File: src/inc/fsap_cfg.svh
// constants for the flash status register and array protection block
// Summary of operation
// - first status byte: mode-lo, protect, latch, busy
// - second byte: suspends, complement, locks, quad, mode-hi
// - lock bits set once, cleared only by reset
// - third byte: pin select, drive, reserved, dummy
// - two-bit drive strength stored and read back
// - pin select bit chooses hold or reset
// - protection mode split across bit 7 and 8
// - complement with code 000 protects everything
// - complement with code 111 protects nothing
// - complement, top bits 00: lower fraction protected
// - complement, top bits 01: upper fraction protected
// - complement, top bits 10: all but top KB
// - complement, top bits 11: all but bottom KB
// - no complement, top bits 11: bottom 4/8/16/32 KB
// - refuse program or erase inside protected range
// - chip erase only when nothing protected
// - busy flag high while program, erase, write
// - resume, soft reset, power cycle clear suspends
`ifndef FSAP_CFG_SVH
`define FSAP_CFG_SVH

`define FSAP_CMD_WREN 8'h06
`define FSAP_CMD_WRDI 8'h04
`define FSAP_CMD_RDSR1 8'h05
`define FSAP_CMD_RDSR2 8'h35
`define FSAP_CMD_RDSR3 8'h15
`define FSAP_CMD_WRSR1 8'h01
`define FSAP_CMD_WRSR2 8'h31
`define FSAP_CMD_WRSR3 8'h11
`define FSAP_CMD_PP 8'h02
`define FSAP_CMD_SE 8'h20
`define FSAP_CMD_BE32 8'h52
`define FSAP_CMD_BE64 8'hD8
`define FSAP_CMD_CE1 8'h60
`define FSAP_CMD_CE2 8'hC7
`define FSAP_CMD_SUSP 8'h75
`define FSAP_CMD_RESUME 8'h7A
`define FSAP_CMD_RSTEN 8'h66
`define FSAP_CMD_RST 8'h99

`define FSAP_BP_NONE 3'h0
`define FSAP_BP_ALL 3'h7
`define FSAP_BIG_UNIT 24'h040000
`define FSAP_SMALL_UNIT 24'h001000
`define FSAP_SMALL_MAX_STEP 3'h3
`define FSAP_MODE_SW 2'h0
`define FSAP_MODE_HW 2'h1

`define FSAP_RST_MODE 2'h0
`define FSAP_RST_BP 5'h00
`define FSAP_RST_LOCK 3'h0
`define FSAP_RST_DRV 2'h1
`define FSAP_RSVD_ZERO 4'h0
`define FSAP_BYTE_LAST 3'h7
`define FSAP_ADDR_LAST 2'h2

`define FSAP_CLK_PERIOD_NS 10
`define FSAP_SRW_TIME_NS 1000
`define FSAP_SRW_CYC ((`FSAP_SRW_TIME_NS + `FSAP_CLK_PERIOD_NS - 1) / `FSAP_CLK_PERIOD_NS)

`endif

File: src/inc/fsap_pkg.sv
// types for the flash status register and array protection block
package fsap_pkg;
  typedef enum logic [2:0] {ST_CMD, ST_ADDR, ST_WDATA, ST_RDATA, ST_DONE} fsap_state_e;
  typedef enum logic [2:0] {OP_PROG, OP_SECT, OP_BLK32, OP_BLK64, OP_CHIP} fsap_op_e;
endpackage : fsap_pkg

File: src/rtl/fsap_status_regs.sv
// status registers, spi command front end and write protection
`include "fsap_cfg.svh"
module fsap_status_regs (
  input wire logic i_ref_clk,
  input wire logic i_rst_n,
  input wire logic i_sclk,
  input wire logic i_cs_n,
  input wire logic i_si,
  input wire logic i_wp_n,
  input wire logic i_engine_done,
  output logic o_so,
  output logic o_so_oe,
  output logic o_op_start,
  output fsap_pkg::fsap_op_e o_op_kind,
  output logic [23:0] o_op_addr,
  output logic o_suspend_req,
  output logic o_resume_req,
  output logic o_soft_reset,
  output logic o_quad_io_enable,
  output logic [1:0] o_drive_strength,
  output logic o_hold_reset_sel,
  output logic o_dummy_cycle_select
);
  ////////////////////////////////////////////////////////////////////////////
  // pin synchronisers: sclk, cs_n, si, wp_n
  logic [3:0] sync1_r;
  logic [3:0] sync2_r;
  logic sclk_d_r;
  logic cs_d_r;
  logic sclk_s, cs_s, si_s, wp_s, rise, fall, frame_end;

  always_ff @(posedge i_ref_clk or negedge i_rst_n) begin
    if (!i_rst_n) begin
      sync1_r <= 4'hF;
      sync2_r <= 4'hF;
      sclk_d_r <= 1'b1;
      cs_d_r <= 1'b1;
    end else begin
      sync1_r <= {i_sclk, i_cs_n, i_si, i_wp_n};
      sync2_r <= sync1_r;
      sclk_d_r <= sync2_r[3];
      cs_d_r <= sync2_r[2];
    end
  end
  assign {sclk_s, cs_s, si_s, wp_s} = sync2_r;
  assign rise = !cs_s && sclk_s && !sclk_d_r;
  assign fall = !cs_s && !sclk_s && sclk_d_r;
  assign frame_end = cs_s && !cs_d_r;

  ////////////////////////////////////////////////////////////////////////////
  // status fields
  logic [1:0] mode_r;
  logic [4:0] bp_r;
  logic wel_r, cmp_r, qe_r, hold_sel_r, dc_r;
  logic [2:0] lock_r;
  logic [1:0] drv_r;
  logic erase_susp_r, prog_susp_r, op_busy_r, rst_en_r;
  logic [7:0] srw_cnt_r;
  logic busy;
  logic [7:0] sr1_val, sr2_val, sr3_val;

  assign busy = op_busy_r || (srw_cnt_r != 8'h00);
  assign sr1_val = {mode_r[0], bp_r, wel_r, busy};
  assign sr2_val = {erase_susp_r, cmp_r, lock_r, prog_susp_r, qe_r, mode_r[1]};
  assign sr3_val = {hold_sel_r, drv_r, `FSAP_RSVD_ZERO, dc_r};

  ////////////////////////////////////////////////////////////////////////////
  // spi framing
  fsap_pkg::fsap_state_e st_r;
  logic [2:0] bit_cnt_r;
  logic [7:0] shin_r, cmd_r;
  logic [23:0] addr_r;
  logic [1:0] abyte_r;
  logic [7:0] data_r;
  logic [7:0] rx_byte;
  logic byte_done;

  assign rx_byte = {shin_r[6:0], si_s};
  assign byte_done = rise && (bit_cnt_r == `FSAP_BYTE_LAST);

  always_ff @(posedge i_ref_clk or negedge i_rst_n) begin
    if (!i_rst_n) begin
      st_r <= fsap_pkg::ST_CMD;
      bit_cnt_r <= 3'h0;
      shin_r <= 8'h00;
      cmd_r <= 8'h00;
      addr_r <= 24'h000000;
      abyte_r <= 2'h0;
      data_r <= 8'h00;
    end else if (cs_s) begin
      st_r <= fsap_pkg::ST_CMD;
      bit_cnt_r <= 3'h0;
      abyte_r <= 2'h0;
    end else if (rise) begin
      shin_r <= rx_byte;
      bit_cnt_r <= bit_cnt_r + 3'h1;
      if (byte_done) begin
        case (st_r)
          fsap_pkg::ST_CMD: begin
            cmd_r <= rx_byte;
            if (rx_byte == `FSAP_CMD_WRSR1 || rx_byte == `FSAP_CMD_WRSR2 ||
                rx_byte == `FSAP_CMD_WRSR3) begin
              st_r <= fsap_pkg::ST_WDATA;
            end else if (rx_byte == `FSAP_CMD_PP || rx_byte == `FSAP_CMD_SE ||
                         rx_byte == `FSAP_CMD_BE32 || rx_byte == `FSAP_CMD_BE64) begin
              st_r <= fsap_pkg::ST_ADDR;
            end else if (rx_byte == `FSAP_CMD_RDSR1 || rx_byte == `FSAP_CMD_RDSR2 ||
                         rx_byte == `FSAP_CMD_RDSR3) begin
              st_r <= fsap_pkg::ST_RDATA;
            end else begin
              st_r <= fsap_pkg::ST_DONE;
            end
          end
          fsap_pkg::ST_ADDR: begin
            addr_r <= {addr_r[15:0], rx_byte};
            abyte_r <= abyte_r + 2'h1;
            if (abyte_r == `FSAP_ADDR_LAST) begin
              st_r <= fsap_pkg::ST_DONE;
            end
          end
          fsap_pkg::ST_WDATA: begin
            data_r <= rx_byte;
            st_r <= fsap_pkg::ST_DONE;
          end
          default: begin
          end
        endcase
      end
    end
  end

  ////////////////////////////////////////////////////////////////////////////
  // status read-out, shifted on the sclk falling edge
  logic [7:0] sh_r;
  logic [2:0] ocnt_r;
  logic so_r;
  logic [7:0] live_val;
  logic rd_load;

  always_comb begin
    if (cmd_r == `FSAP_CMD_RDSR2) begin
      live_val = sr2_val;
    end else if (cmd_r == `FSAP_CMD_RDSR3) begin
      live_val = sr3_val;
    end else begin
      live_val = sr1_val;
    end
  end
  assign rd_load = byte_done && (st_r == fsap_pkg::ST_CMD);

  // each repeated byte re-samples the register so busy can be polled
  always_ff @(posedge i_ref_clk or negedge i_rst_n) begin
    if (!i_rst_n) begin
      sh_r <= 8'h00;
      ocnt_r <= 3'h0;
      so_r <= 1'b0;
    end else if (rd_load) begin
      ocnt_r <= 3'h0;
      sh_r <= (rx_byte == `FSAP_CMD_RDSR2) ? sr2_val :
              (rx_byte == `FSAP_CMD_RDSR3) ? sr3_val : sr1_val;
    end else if (fall && st_r == fsap_pkg::ST_RDATA) begin
      so_r <= sh_r[7];
      ocnt_r <= ocnt_r + 3'h1;
      sh_r <= (ocnt_r == `FSAP_BYTE_LAST) ? live_val : {sh_r[6:0], 1'b0};
    end
  end
  assign o_so = so_r;
  assign o_so_oe = !cs_s && (st_r == fsap_pkg::ST_RDATA);

  ////////////////////////////////////////////////////////////////////////////
  // command commit at chip-select release
  logic do_end, is_wrsr, is_op, is_chip, sr_unlocked, wr_ok;
  logic addr_prot, ce_ok, susp_any;
  logic srw_go, op_go, wren_go, wrdi_go, susp_go, resume_go, rst_go;

  fsap_prot_decode u_decode (
    .i_bp(bp_r),
    .i_cmp(cmp_r),
    .i_addr(addr_r),
    .o_protected(addr_prot),
    .o_chip_erase_ok(ce_ok)
  );

  assign do_end = frame_end && (st_r == fsap_pkg::ST_DONE);
  assign is_wrsr = (cmd_r == `FSAP_CMD_WRSR1) || (cmd_r == `FSAP_CMD_WRSR2) ||
                   (cmd_r == `FSAP_CMD_WRSR3);
  assign is_chip = (cmd_r == `FSAP_CMD_CE1) || (cmd_r == `FSAP_CMD_CE2);
  assign is_op = is_chip || (cmd_r == `FSAP_CMD_PP) || (cmd_r == `FSAP_CMD_SE) ||
                 (cmd_r == `FSAP_CMD_BE32) || (cmd_r == `FSAP_CMD_BE64);
  assign susp_any = erase_susp_r || prog_susp_r;
  // lock-down and one-time modes refuse every status write
  assign sr_unlocked = (mode_r == `FSAP_MODE_SW) || ((mode_r == `FSAP_MODE_HW) && wp_s);
  assign wr_ok = wel_r && !busy;
  assign srw_go = do_end && is_wrsr && wr_ok && sr_unlocked;
  assign op_go = do_end && is_op && wr_ok && !susp_any &&
                 (is_chip ? ce_ok : !addr_prot);
  assign wren_go = do_end && (cmd_r == `FSAP_CMD_WREN);
  assign wrdi_go = do_end && (cmd_r == `FSAP_CMD_WRDI);
  assign susp_go = do_end && (cmd_r == `FSAP_CMD_SUSP) && op_busy_r;
  assign resume_go = do_end && (cmd_r == `FSAP_CMD_RESUME) && susp_any;
  assign rst_go = do_end && (cmd_r == `FSAP_CMD_RST) && rst_en_r;

  always_ff @(posedge i_ref_clk or negedge i_rst_n) begin
    if (!i_rst_n) begin
      wel_r <= 1'b0;
      rst_en_r <= 1'b0;
    end else if (do_end) begin
      rst_en_r <= (cmd_r == `FSAP_CMD_RSTEN);
      if (rst_go || wrdi_go || ((is_wrsr || is_op) && !busy)) begin
        wel_r <= 1'b0;
      end else if (wren_go) begin
        wel_r <= 1'b1;
      end
    end
  end

  // non-volatile fields take their delivery values at reset
  always_ff @(posedge i_ref_clk or negedge i_rst_n) begin
    if (!i_rst_n) begin
      mode_r <= `FSAP_RST_MODE;
      bp_r <= `FSAP_RST_BP;
      cmp_r <= 1'b0;
      lock_r <= `FSAP_RST_LOCK;
      qe_r <= 1'b0;
      hold_sel_r <= 1'b0;
      drv_r <= `FSAP_RST_DRV;
      dc_r <= 1'b0;
    end else if (srw_go) begin
      if (cmd_r == `FSAP_CMD_WRSR1) begin
        mode_r[0] <= data_r[7];
        bp_r <= data_r[6:2];
      end else if (cmd_r == `FSAP_CMD_WRSR2) begin
        cmp_r <= data_r[6];
        lock_r <= lock_r | data_r[5:3];
        qe_r <= data_r[1];
        mode_r[1] <= data_r[0];
      end else begin
        hold_sel_r <= data_r[7];
        drv_r <= data_r[6:5];
        dc_r <= data_r[0];
      end
    end
  end

  always_ff @(posedge i_ref_clk or negedge i_rst_n) begin
    if (!i_rst_n) begin
      op_busy_r <= 1'b0;
      srw_cnt_r <= 8'h00;
      o_op_start <= 1'b0;
      o_op_kind <= fsap_pkg::OP_PROG;
      o_op_addr <= 24'h000000;
      o_suspend_req <= 1'b0;
      o_resume_req <= 1'b0;
      o_soft_reset <= 1'b0;
    end else begin
      o_op_start <= op_go;
      o_suspend_req <= susp_go;
      o_resume_req <= resume_go;
      o_soft_reset <= rst_go;
      if (srw_go) begin
        srw_cnt_r <= 8'(`FSAP_SRW_CYC);
      end else if (srw_cnt_r != 8'h00) begin
        srw_cnt_r <= srw_cnt_r - 8'h01;
      end
      if (rst_go || susp_go) begin
        op_busy_r <= 1'b0;
      end else if (op_go || resume_go) begin
        op_busy_r <= 1'b1;
      end else if (i_engine_done) begin
        op_busy_r <= 1'b0;
      end
      if (op_go) begin
        o_op_addr <= addr_r;
        o_op_kind <= is_chip ? fsap_pkg::OP_CHIP :
                     (cmd_r == `FSAP_CMD_PP) ? fsap_pkg::OP_PROG :
                     (cmd_r == `FSAP_CMD_SE) ? fsap_pkg::OP_SECT :
                     (cmd_r == `FSAP_CMD_BE32) ? fsap_pkg::OP_BLK32 : fsap_pkg::OP_BLK64;
      end
    end
  end

  always_ff @(posedge i_ref_clk or negedge i_rst_n) begin
    if (!i_rst_n) begin
      erase_susp_r <= 1'b0;
      prog_susp_r <= 1'b0;
    end else if (susp_go) begin
      erase_susp_r <= (o_op_kind != fsap_pkg::OP_PROG);
      prog_susp_r <= (o_op_kind == fsap_pkg::OP_PROG);
    end else if (resume_go || rst_go) begin
      erase_susp_r <= 1'b0;
      prog_susp_r <= 1'b0;
    end
  end

  assign o_quad_io_enable = qe_r;
  assign o_drive_strength = drv_r;
  assign o_hold_reset_sel = hold_sel_r;
  assign o_dummy_cycle_select = dc_r;
endmodule : fsap_status_regs

File: src/rtl/fsap_prot_decode.sv
// protected-range decoder for the block-protect and complement bits
`include "fsap_cfg.svh"
module fsap_prot_decode (
  input wire logic [4:0] i_bp,
  input wire logic i_cmp,
  input wire logic [23:0] i_addr,
  output logic o_protected,
  output logic o_chip_erase_ok
);
  logic [2:0] code;
  logic [2:0] step;
  logic [23:0] size;
  logic hit;

  // no clock: the verdict is ready before any operation starts
  always_comb begin
    code = i_bp[2:0];
    step = 3'h0;
    size = 24'h000000;
    hit = 1'b0;
    if (code == `FSAP_BP_NONE) begin
      hit = 1'b0;
    end else if (code == `FSAP_BP_ALL) begin
      hit = 1'b1;
    end else if (!i_bp[4]) begin
      step = code - 3'h1;
      size = `FSAP_BIG_UNIT << step;
      hit = i_bp[3] ? (i_addr < size) : (i_addr >= (24'h000000 - size));
    end else begin
      // codes 10X and 110 all mean 32 KB
      step = code[2] ? `FSAP_SMALL_MAX_STEP : (code - 3'h1);
      size = `FSAP_SMALL_UNIT << step;
      hit = i_bp[3] ? (i_addr < size) : (i_addr >= (24'h000000 - size));
    end
    // complement mode protects exactly what plain mode leaves open
    o_protected = hit ^ i_cmp;
    o_chip_erase_ok = ((code == `FSAP_BP_NONE) && !i_cmp) ||
                      ((code == `FSAP_BP_ALL) && i_cmp);
  end
endmodule : fsap_prot_decode

File: config.mk
export PLATFORM = sky130hd
export DESIGN_NAME = fsap_status_regs
export DESIGN_NICKNAME = d
export VERILOG_FILES = /design/src/inc/fsap_pkg.sv /design/src/rtl/fsap_status_regs.sv /design/src/rtl/fsap_prot_decode.sv
export VERILOG_INCLUDE_DIRS = /design/src /design/src/inc
export SDC_FILE = /design/constraint.sdc
export NUM_CORES = 1
export LEC_CHECK = 0
export ABC_AREA = 1
export BUFFER_PORTS_ARGS = -buffer_cell sky130_fd_sc_hd__buf_2
export CORE_ASPECT_RATIO = 0.8
export CORE_MARGIN = 8
export CORE_UTILIZATION = 40
export DETAILED_ROUTE_END_ITERATION = 8
export SLEW_MARGIN = 20
export SYNTH_ARGS = -nofsm -noshare
export SYNTH_HDL_FRONTEND = slang
export SYNTH_SLANG_ARGS = --single-unit
File: constraint.sdc
create_clock -name i_ref_clk -period 6.06 [get_ports i_ref_clk]
set_clock_uncertainty 0.1 [all_clocks]
set_input_delay 1.212 -clock i_ref_clk [delete_from_list [all_inputs] [get_ports i_ref_clk]]
set_output_delay 1.212 -clock i_ref_clk [all_outputs]
set_load 0.01 [all_outputs]
==> summary.md, run 1 <==
| Metric | Value |
|---|---|
| Detailed placement HPWL | `around 13 mm` |
| CP startpoint kind | `register` |
| Syn_area_per_cell | `8.36 sq um` |
| CTS Root Cell | `clkbuf_16` |
| Inserted Diodes | `0` |
| Clock sink count | `approximately 140` |
| R2R Path End | `o_op_addr[19]` |
| Final nets | `between 900 and 1,000` |
| Post-synth EDFFs | `0` |
| Crit path capture type | `register` |
| Pre-CTS setup slack | `1850 ps` |
| GPL Wtd Cong | `roughly 0.89` |
| CTS tree | `done` |
| Req. time, crit path | `around 6300 ps` |
| Core area | `roughly 0.017 sq mm` |
| CP arrival | `about 4400 ps` |
| Crit path from | `bp_r[0]` |
| Flops & latches, synth | `between 100 and 150` |
| Worst-path clk slew | `~60 ps` |
| Worst VDD drop | `about 180 uV` |
| Vias in the first global route | `~5,600` |
| Worst Hold Margin | `255 ps` |
| Area fraction of the dominant cell type after synthesis | `about 44%` |
| Slew Limit Headroom | `28.0%` |
| DR iter-0 viols | `between 400 and 500` |
| H-Tree Depth | `4` |
| Syn Std Cell Area | `around 0.0071 sq mm` |
| RSZ-0062 raised after global routing | `no` |
| Fillers | `between 1,500 and 2,000` |
| Power per Cell Area | `252 mW/mm^2` |
| Fin crit period | `a little over 4000 ps` |
| Outcome | `finished, final reports clean` |
| Worst Hold Class | `register to register` |
| Initial antenna violation count | `0` |
| Initial Utilization | `41.0%` |
| Layout area overhead | `14.3%` |
| Synth unique cells | `44` |
| Synth warn | `0` |
| Via density | `just over 5` |
| Synth Flop Type | `dfrtp_1` |
| XOR/XNOR Fraction of Synth Area | `between 1 and 1.5%` |
| Maxcap violations | `0` |
| CTS buffer count | `17` |
| Routed via count | `slightly below 6,000` |
| Main combinational cell family by area after synthesis | `simple AND/OR/NAND/NOR gates` |
| Post-detailed-routing wire length | `~18 mm` |
| Post-synthesis mux area share | `0%` |
| Share of cells above drive strength 1 | `roughly an eighth` |
| First-pass GRT wire length | `29.4 mm` |
| Post-cts resize count | `0` |
| Routed Antenna Nets | `0` |
| Max Fclk | `241 MHz` |
| Slew of the pin with the lowest slew margin | `1080 ps` |
| Post-synthesis cell count | `between 800 and 900` |
| Die Y | `approximately 140 um` |
| Top post-synthesis cells by area | `dfrtp_1 44%, nand2_1 11%, ha_1 7.4%` |
| # port buffers | `44` |
| Post-CTS Setup Bufs | `0` |
| CTS Hold Bufs | `0` |
| Worst reg2reg path depth | `23` |
| Number of remaining DRC errors | `0` |
| Worst setup endpoint | `o_op_addr[19]` |
| Row cnt | `43` |
| Overall routing resource usage | `approximately 17%` |
| CP Max Fanout | `29` |
| Die area | `around 0.022 sq mm` |
| Asr flop ratio synth | `between 90% and 100%` |
| Die width | `165 um` |
| Final WS setup | `between 1500 and 2000 ps` |
| Final period util | `just under 70%` |
| GRT Residual Overflow | `0` |
| Simple-gate share of the synthesized area | `22.2%` |
| Seq/Total Area, Yosys | `about half` |
| Max Root-Sink Buffers | `2` |
| Synth Area in Compound Gates | `13.8%` |
| FF-to-FF setup slack | `1900 ps` |
| DR WL/cell | `between 15 and 20 um` |
| Clk_lat worst skew | `between 400 and 500 ps` |
| Post-Synth Adder-Cell Area | `roughly 7.4%` |
| Max-slew violation count | `0` |
| Largest area contributor in the netlist | `dfrtp_1` |
| Setup tns final | `0 ps` |
| Leak pwr | `approximately 4.1 nW` |
| Largest net degree at the start of global routing | `between 100 and 150` |
| R2R Path Start | `bp_r[0]` |
| Final Hold Vio Count | `0` |
| Drt pass-1 iters | `5` |
| Final setup violation count | `0` |
| IO Pins | `45` |
| Crit Path Category | `register to register` |
critical path, cell delays in order, from the launching register on:
cell,delay (ps)
dfrtp_1,450
inv_2,110
ha_1,230
ha_1,330
nand2_1,180
nand3_1,130
nor2_1,110
nand2_1,60
xor2_1,140
ha_1,310
nand4_1,120
nor3_1,200
nand2_1,90
nand3_1,90
nand2_1,50
nand2_1,60
nand2_1,60
nand3_2,80
nand2_1,60
nand2_2,70
nand3_4,280
nand2_2,550
nand2_1,110
nand2_1,80
cells in the mapped netlist, drive strengths merged, types with 11 or more instances:
master,n
nand3,53
dfstp,11
nor3,18
inv,110
dfrtp,126
clkbuf,12
nand4,13
nand2,206
nor2,67
a21oi,35
o21ai,93
ha,42
placed cells by master, fill, tap and decap left out, drive strengths merged, types with 2 or more instances in the layout:
master / n
nand4: 13
ha: 42
a22o: 6
clkinv: 6
buf: 46
nand2: 206
o21ai: 93
nor4: 4
o221ai: 6
xor2: 5
inv: 113
nand3b: 3
nand3: 53
conb: 3
clkinvlp: 3
a21oi: 35
a21o: 3
clkbuf: 20
xnor2: 4
a31oi: 4
o2111ai: 2
dfstp: 11
nor2: 67
o211ai: 8
a211oi: 5
nor3: 18
dfrtp: 126
per-layer routing:
layer | up-vias | wire (um) | track usage (%)
li1 | 2923 | - | -
met1 | 2770 | 8880 | 23.4
met2 | 121 | 7800 | 25.0
met3 | 13 | 773 | 4.01
met4 | 0 | 132 | 4.15
met5 | - | 0 | 0
through the flow:
stage,power [mW],util (%),cell area (sq um),std cells
global placement,1.05,43.5,7560,1106
finish,2.05,46.8,8140,1138
detailed placement,1.05,43.5,7560,1106
CTS,2.07,46.8,8140,1138
global route,2.13,46.8,8140,1138
floorplan,1.01,-,7130,854
worst min-delay path by stage:
stage,to,slack [ps],startpoint,cells after the start
2_1_floorplan,sync2_r[0],250,sync1_r[0],0
3_5_place_dp,sync2_r[1],250,sync1_r[1],0
4_1_cts,sync2_r[1],260,sync1_r[1],0
5_1_grt,sync2_r[3],260,sync1_r[3],0
6_report,sync2_r[1],250,sync1_r[1],0
3_3_place_gp,sync2_r[1],250,sync1_r[1],0
cells by family (layout without fill, tap and decap cells):
group | Yosys count | after routing
adder cells (fa/ha/maj) | 42 | 42
other | 1 | 3
AND/OR/NAND/NOR | 364 | 364
AO/OA/AOI/OAI | 169 | 169
flip-flops | 137 | 137
XOR/XNOR | 9 | 9
buffers and inverters | 130 | 189
sequential cells by signal (all words and copies together) (netlist names), 2 cells and up:
register / flops
lock_r: 3
mode_r: 2
st_r: 3
ocnt_r: 3
sh_r: 8
o_op_kind: 3
bp_r: 5
sync1_r: 4
cmd_r: 8
o_op_addr: 24
o_drive_strength: 2
data_r: 8
abyte_r: 2
shin_r: 7
addr_r: 24
bit_cnt_r: 3
sync2_r: 4
srw_cnt_r: 8
area by class of cell:
| type | count | area (sq um) | area share [%] |
|---|---|---|---|
| timing repair buffer | 46 | 241 | 2.97 |
| clock buffer | 20 | 467 | 5.73 |
| tap | 225 | 282 | 3.46 |
| clock inverter | 12 | 115 | 1.41 |
| inverter | 111 | 417 | 5.12 |
| sequential | 137 | 3440 | 42.3 |
| multi-input combinational | 587 | 3180 | 39.0 |
report_power, final:
group          internal, mW  leakage, nW  switching (mW)
clock                 0.601        0.279           0.411
sequential            0.932         1.87          0.0132
combinational        0.0196         1.98          0.0710
total                  1.55         4.13           0.496
Power figures use the tool's default switching activity.
==> run 2, diff against run 1 <==
==> constraint.sdc (replaced) <==
create_clock -name i_ref_clk -period 3.78 [get_ports i_ref_clk]
set_clock_uncertainty 0.1 [all_clocks]
set_input_delay 0.756 -clock i_ref_clk [delete_from_list [all_inputs] [get_ports i_ref_clk]]
set_output_delay 0.756 -clock i_ref_clk [all_outputs]
set_load 0.01 [all_outputs]
==> summary.md, run 2 (same netlist as run 1, synthesis figures left out) <==
| Metric | Value |
|---|---|
| CP Max Fanout | `25 (-14%)` |
| Inserted Diodes | `0 (unchanged)` |
| Most frequent cells in the layout | `202 x nand2_1, 126 x dfrtp_1, 106 x inv_1, 93 x o21ai_0, 64 x nor2_1` |
| Routed via count | `5,890 (+1.1%)` |
| Final Hold Vio Count | `0 (unchanged)` |
| Most used cell, CP | `nand2_1` |
| Req. time, crit path | `4030 ps (-2290 ps)` |
| Max Fclk | `286 MHz (+19%)` |
| Drt pass-1 iters | `6 (+1)` |
| Number of remaining DRC errors | `0 (unchanged)` |
| Biggest regs | `addr_r (24), o_op_addr (24)` |
| Die Y | `135 um (unchanged)` |
| Worst-path clk slew | `60 ps (about the same)` |
| Post-detailed-routing wire length | `17.9 mm (+2.1%)` |
| GRT Residual Overflow | `0 (unchanged)` |
| Layout area overhead | `17.0%` |
| Clock sink count | `137 (unchanged)` |
| Slew Limit Headroom | `42.6% (+15 points)` |
| Core area | `0.0174 sq mm (unchanged)` |
| Top Layer Used | `met4` |
| Met2 wire length | `7.86 mm (+0.83%)` |
| Int Pwr | `2.67 mW (+72%)` |
| Routed Antenna Nets | `0 (unchanged)` |
| Combinational power share | `4.3% (about the same)` |
| Finished Cell Area | `0.00833 sq mm (+2.3%)` |
| Initial Utilization | `41.0% (unchanged)` |
| Final nets | `964 (+1.6%)` |
| Max-slew violation count | `0 (unchanged)` |
| Outcome | `finished, final reports clean` |
| Met3 wire length | `885 um (+14%)` |
| DR WL/cell | `15.6 um (+0.74%)` |
| # port buffers | `44 (unchanged)` |
| Leak pwr | `4.25 nW (+2.8%)` |
| Switching pwr | `0.771 mW (+55%)` |
| Critical path's largest stage delay | `380 ps (-170 ps)` |
| Reg power frac | `44.0% (-2.2 points)` |
| Maxcap violations | `0 (unchanged)` |
| Die area | `0.0223 sq mm (unchanged)` |
| Initial antenna violation count | `0 (unchanged)` |
| Clk_lat worst skew | `420 ps (about the same)` |
| Clock network fraction of total power | `51.7% (+2.3 points)` |
| Power per Cell Area | `413 mW/mm^2 (+64%)` |
| Vias in the first global route | `5,607 (-0.53%)` |
| DRT met1 WL | `9.03 mm (+1.8%)` |
| CP Cell Sequence | `inv_1, ha_1, ha_1, nand2_1, nand3_1, nor2_1, nand2_1, xor2_1, ha_1, nand4_1, nor3_2, nand2_1, nand3_1, nand2_1, nand2_1, nand2_1, nand3_2, nand2_1, nand2_2, nand3_4, nand2_4, buf_12, nand2_1, nand2_1` |
| Row cnt | `43 (unchanged)` |
| CP startpoint kind | `register` |
| Worst Hold Class | `input port to asynchronous set/reset pin` |
| CTS buffer count | `17 (unchanged)` |
| CP arrival | `3750 ps (-670 ps)` |
| Worst VDD drop | `290 uV (+62%)` |
| Crit Path Category | `register to register` |
| GPL Wtd Cong | `0.898 (+1.4%)` |
| Max Root-Sink Buffers | `2 (unchanged)` |
| Largest net degree at the start of global routing | `63 (-38%)` |
| DR iter-0 viols | `540 (+17%)` |
| Fillers | `1,685 (-2.8%)` |
| Detailed placement HPWL | `13.0 mm (+4.0%)` |
| Register Area | `0.00344 sq mm (unchanged)` |
| CTS tree | `done` |
| Final setup violation count | `0 (unchanged)` |
| Die width | `165 um (unchanged)` |
| Overall routing resource usage | `16.9% (+0.27 points)` |
| Slowest-stage cell, CP | `dfrtp_1` |
| CTS Root Cell | `clkbuf_16` |
| Crit path capture type | `register` |
| Slew of the pin with the lowest slew margin | `860 ps (-216 ps)` |
| Placed Area | `0.00766 sq mm (+1.4%)` |
| Area of the multi-input gates | `0.00319 sq mm (+0.39%)` |
| Via density | `5.11 (-0.23%)` |
| H-Tree Depth | `4 (unchanged)` |
| Sw frac | `22.4% (-1.8 points)` |
| Share of cells above drive strength 1 | `13.4% (+1.4 points)` |
| Final period util | `92.5% (+24 points)` |
| Worst Hold Margin | `220 ps (-34.7 ps)` |
| Most common cell after layout, fill and taps aside | `nand2_1` |
| First-pass GRT wire length | `29.8 mm (+1.6%)` |
| Fin crit period | `3500 ps (-661 ps)` |
| IO Pins | `45 (unchanged)` |
-- run 2: changes by cell type in the layout (fill, tap and decap cells not counted), sizes merged --
cell	change
inv	-2
bufinv	+3
clkinvlp	-2
buf	+15
clkbuf	+1
-- run 2: through the flow --
stage	instances	TNS, ps	total power, mW	util [%]	worst slack [ps]
after detailed placement	1118	0	1.69	44.1	191
after global placement	1118	0	1.69	44.1	310
after floorplan	854	0	1.61	-	474
final	1153	0	3.44	47.9	284
after CTS	1150	0	3.47	47.7	144
after global routing	1153	-14.0	3.56	47.9	-14.0
-- run 2: area by class of cell --
cell class | instances | area share, %
clock inverter | 11 | 2.03
sequential | 137 | 41.3
clock buffer | 21 | 5.53
timing repair buffer | 61 | 4.45
inverter | 111 | 5.00
tap | 225 | 3.38
multi-input combinational | 587 | 38.3
-- run 2: final timing paths --
check                            from            end  depth (start not counted)  slack [ps]
setup / recovery              bp_r[1]  o_op_addr[14]                         24         280
hold / removal                i_rst_n        sh_r[1]                          1         220
setup reg to reg              bp_r[1]  o_op_addr[14]                         24         280
hold reg to reg            sync1_r[1]     sync2_r[1]                          0         250
max in group asynchronous     i_rst_n     sync1_r[0]                          2        2530
min in group i_ref_clk     sync1_r[1]     sync2_r[1]                          0         250
-- run 2: per-layer routing --
metal  vias up  track usage (%)
met1      2773             24.7
met3        13             3.43
met2       150             24.9
li1       2954                -
met5         -                0
met4         0             4.20
-- run 2: worst max-delay path: cells and delay by family, from the launching register on --
kind | cells | cell delay (ps)
fa+ha+maj | 3 | 840
buf+inv | 2 | 260
simple gates | 18 | 1660
flops | 1 | 380
xor+xnor | 1 | 140
-- run 2: timing repair --
item / CTS / global route
hold buffers: 0 / 0
resized for setup: 0 / 4
setup buffers: 0 / 3
setup endpoints to repair: 0 / 29
-- run 2: power by group through the flow --
stage          Sequential (mW)  Clock, mW  Combinational [mW]
2_1_floorplan             1.54          0              0.0776
3_3_place_gp              1.54          0               0.146
3_5_place_dp              1.54          0               0.149
4_1_cts                   1.51       1.81               0.149
5_1_grt                   1.52       1.87               0.168
6_report                  1.51       1.78               0.147
==> run 3, diff against run 2 <==
==> constraint.sdc (replaced) <==
create_clock -name i_ref_clk -period 3.78 [get_ports i_ref_clk]
set_clock_uncertainty 0.1 [all_clocks]
set_input_delay 0.378 -clock i_ref_clk [delete_from_list [all_inputs] [get_ports i_ref_clk]]
set_output_delay 0.378 -clock i_ref_clk [all_outputs]
set_load 0.01 [all_outputs]
==> summary.md, run 3 (same netlist as run 1, synthesis figures left out) <==
| Metric | Value |
|---|---|
| Outcome | `finished, final reports clean` |
| Clk_lat worst skew | `420 ps (about the same)` |
| Core area | `0.0174 sq mm (unchanged)` |
| Req. time, crit path | `4040 ps (about the same)` |
| Final setup violation count | `0 (unchanged)` |
| DR WL/cell | `15.2 um (-2.2%)` |
| Maxcap violations | `0 (unchanged)` |
| GRT Residual Overflow | `0 (unchanged)` |
| Vias in the first global route | `5,689 (+1.5%)` |
| First-pass GRT wire length | `29.7 mm (-0.65%)` |
| CTS buffer count | `17 (unchanged)` |
| Utilization after layout | `47.8% (-0.15 points)` |
| Final Hold Vio Count | `0 (unchanged)` |
| Worst Hold Class | `register to register` |
| Largest net degree at the start of global routing | `73 (+16%)` |
| Inserted Diodes | `0 (unchanged)` |
| Via density | `5.10 (about the same)` |
| CP Max Fanout | `25 (unchanged)` |
| CP startpoint kind | `register` |
| CTS Root Cell | `clkbuf_16` |
| Slew of the pin with the lowest slew margin | `895 ps (+35.2 ps)` |
| # port buffers | `44 (unchanged)` |
| IO Pins | `45 (unchanged)` |
| Most frequent cells in the layout | `200 x nand2_1, 126 x dfrtp_1, 106 x inv_1, 93 x o21ai_0, 64 x nor2_1` |
| Crit path capture type | `register` |
| Initial Utilization | `41.0% (unchanged)` |
| Max Root-Sink Buffers | `2 (unchanged)` |
| Die area | `0.0223 sq mm (unchanged)` |
| Setup tns final | `0 ps (unchanged)` |
| GPL Wtd Cong | `0.899 (about the same)` |
| Drt pass-1 iters | `5 (-1)` |
| Combinational power share | `4.6% (+0.3 points)` |
| Row cnt | `43 (unchanged)` |
| Biggest regs | `addr_r (24), o_op_addr (24)` |
| Fin crit period | `3400 ps (-95.0 ps)` |
| Power per Cell Area | `385 mW/mm^2 (-6.6%)` |
| Share of cells above drive strength 1 | `13.2% (-0.18 points)` |
| Routed Antenna Nets | `0 (unchanged)` |
| Switching pwr | `0.750 mW (-2.7%)` |
| Layout area overhead | `16.6%` |
| Reg power frac | `47.4% (+3.4 points)` |
| Max-slew violation count | `0 (unchanged)` |
| Worst Hold Margin | `254 ps (+34.0 ps)` |
| Worst-path clk slew | `60 ps (about the same)` |
| DR iter-0 viols | `540 (unchanged)` |
| Worst VDD drop | `268 uV (-7.7%)` |
| Pre-CTS setup slack | `234 ps (+43.1 ps)` |
| Clock network fraction of total power | `48.1% (-3.6 points)` |
| Initial antenna violation count | `0 (unchanged)` |
| RSZ-0062 raised after global routing | `no` |
| Int Pwr | `2.45 mW (-8.2%)` |
| Final period util | `90.0% (-2.5 points)` |
| Overall routing resource usage | `16.7% (-0.14 points)` |
| Leak pwr | `4.22 nW (-0.59%)` |
| Routed via count | `5,911 (+0.36%)` |
| Max Fclk | `294 MHz (+2.8%)` |
| CTS tree | `done` |
| Clock sink count | `137 (unchanged)` |
| Post-detailed-routing wire length | `17.6 mm (-1.7%)` |
| Crit Path Category | `register to register` |
| Detailed placement HPWL | `12.9 mm (-1.4%)` |
| CP arrival | `3660 ps (-90 ps)` |
| H-Tree Depth | `4 (unchanged)` |
| Die Y | `135 um (unchanged)` |
| Most common cell after layout, fill and taps aside | `nand2_1` |
| Die width | `165 um (unchanged)` |
| Number of remaining DRC errors | `0 (unchanged)` |
| Final WS setup | `379 ps (+95.0 ps)` |
| Slew Limit Headroom | `40.2% (-2.3 points)` |
| Sw frac | `23.4% (+1.0 points)` |
| Final nets | `969 (+0.52%)` |
==> run 3: cell types whose count changed in the layout (fill, tap and decap cells not counted), sizes merged <==
cell | previous run | this run
bufinv | 4 | 1
clkbuf | 21 | 24
clkinv | 6 | 5
clkinvlp | 1 | 2
dlygate4sd3 | 0 | 5
==> run 3: what timing repair did <==
| action | 4_1_cts | 5_1_grt |
|---|---|---|
| hold buffers | 5 | 0 |
| setup buffers | 0 | 1 |
| setup endpoints to repair | 0 | 29 |
| resized for setup | 0 | 7 |
| endpoints found under the hold margin | 65 | 0 |
==> run 3: area by class of cell <==
class                   instances  area (sq um)
clock buffers                  24           462
clock inverters                 8          73.8
fillers                      1703          9080
inverters                     111           417
multi-input cells             587          3210
flip-flops and latches        137          3440
well taps                     225           282
repair buffers                 66           420
==> run 3: per-stage QoR <==
step                power, mW  instances  instance area (sq um)
global placement         1.68       1120                   7670
global route             3.32       1158                   8300
detailed placement       1.69       1120                   7670
finish                   3.20       1158                   8300
floorplan                1.61        854                   7130
CTS                      3.23       1157                   8260
==> run 3: layer usage <==
metal	vias to the layer above	routed length, um	track usage [%]
li1	2975	-	-
met1	2773	8990	24.8
met2	148	7570	23.7
met3	15	852	3.83
met4	0	222	4.65
met5	-	0	0
==> run 3: critical path, cell delays in order (launching register included) <==
cell and delay [ps]:
dfrtp_1 380, inv_2 120, ha_1 240, ha_4 240, nand2_2 90, nand3_1 110
nor2_1 100, nand2_1 70, xor2_1 150, ha_1 310, nand4_1 140, nor3_2 160
nand2_1 70, nand3_1 80, nand2_1 50, nand2_1 60, nand2_1 60, nand3_2 90
nand2_1 60, nand2_2 70, nand3_4 120, nand2_4 130, buf_12 180, nand2_1 80
nand2_1 60
==> run 3: power by group through the flow <==
| stage | combinational (mW) | clock (mW) | sequential [mW] |
|---|---|---|---|
| CTS | 0.150 | 1.56 | 1.52 |
| floorplan | 0.0776 | 0 | 1.54 |
| global placement | 0.144 | 0 | 1.54 |
| global route | 0.171 | 1.63 | 1.52 |
| finish | 0.146 | 1.54 | 1.52 |
| detailed placement | 0.145 | 0 | 1.54 |
==> run 3: final timing paths <==
check	start	end	slack [ps]	cells after the start
hold / removal	sync1_r[2]	sync2_r[2]	250	0
setup / recovery	bp_r[0]	o_op_addr[13]	380	24
setup reg to reg	bp_r[0]	o_op_addr[13]	380	24
min in group asynchronous	i_rst_n	ocnt_r[0]	440	2
hold reg to reg	sync1_r[2]	sync2_r[2]	250	0
max in group asynchronous	i_rst_n	o_drive_strength[0]	2250	3
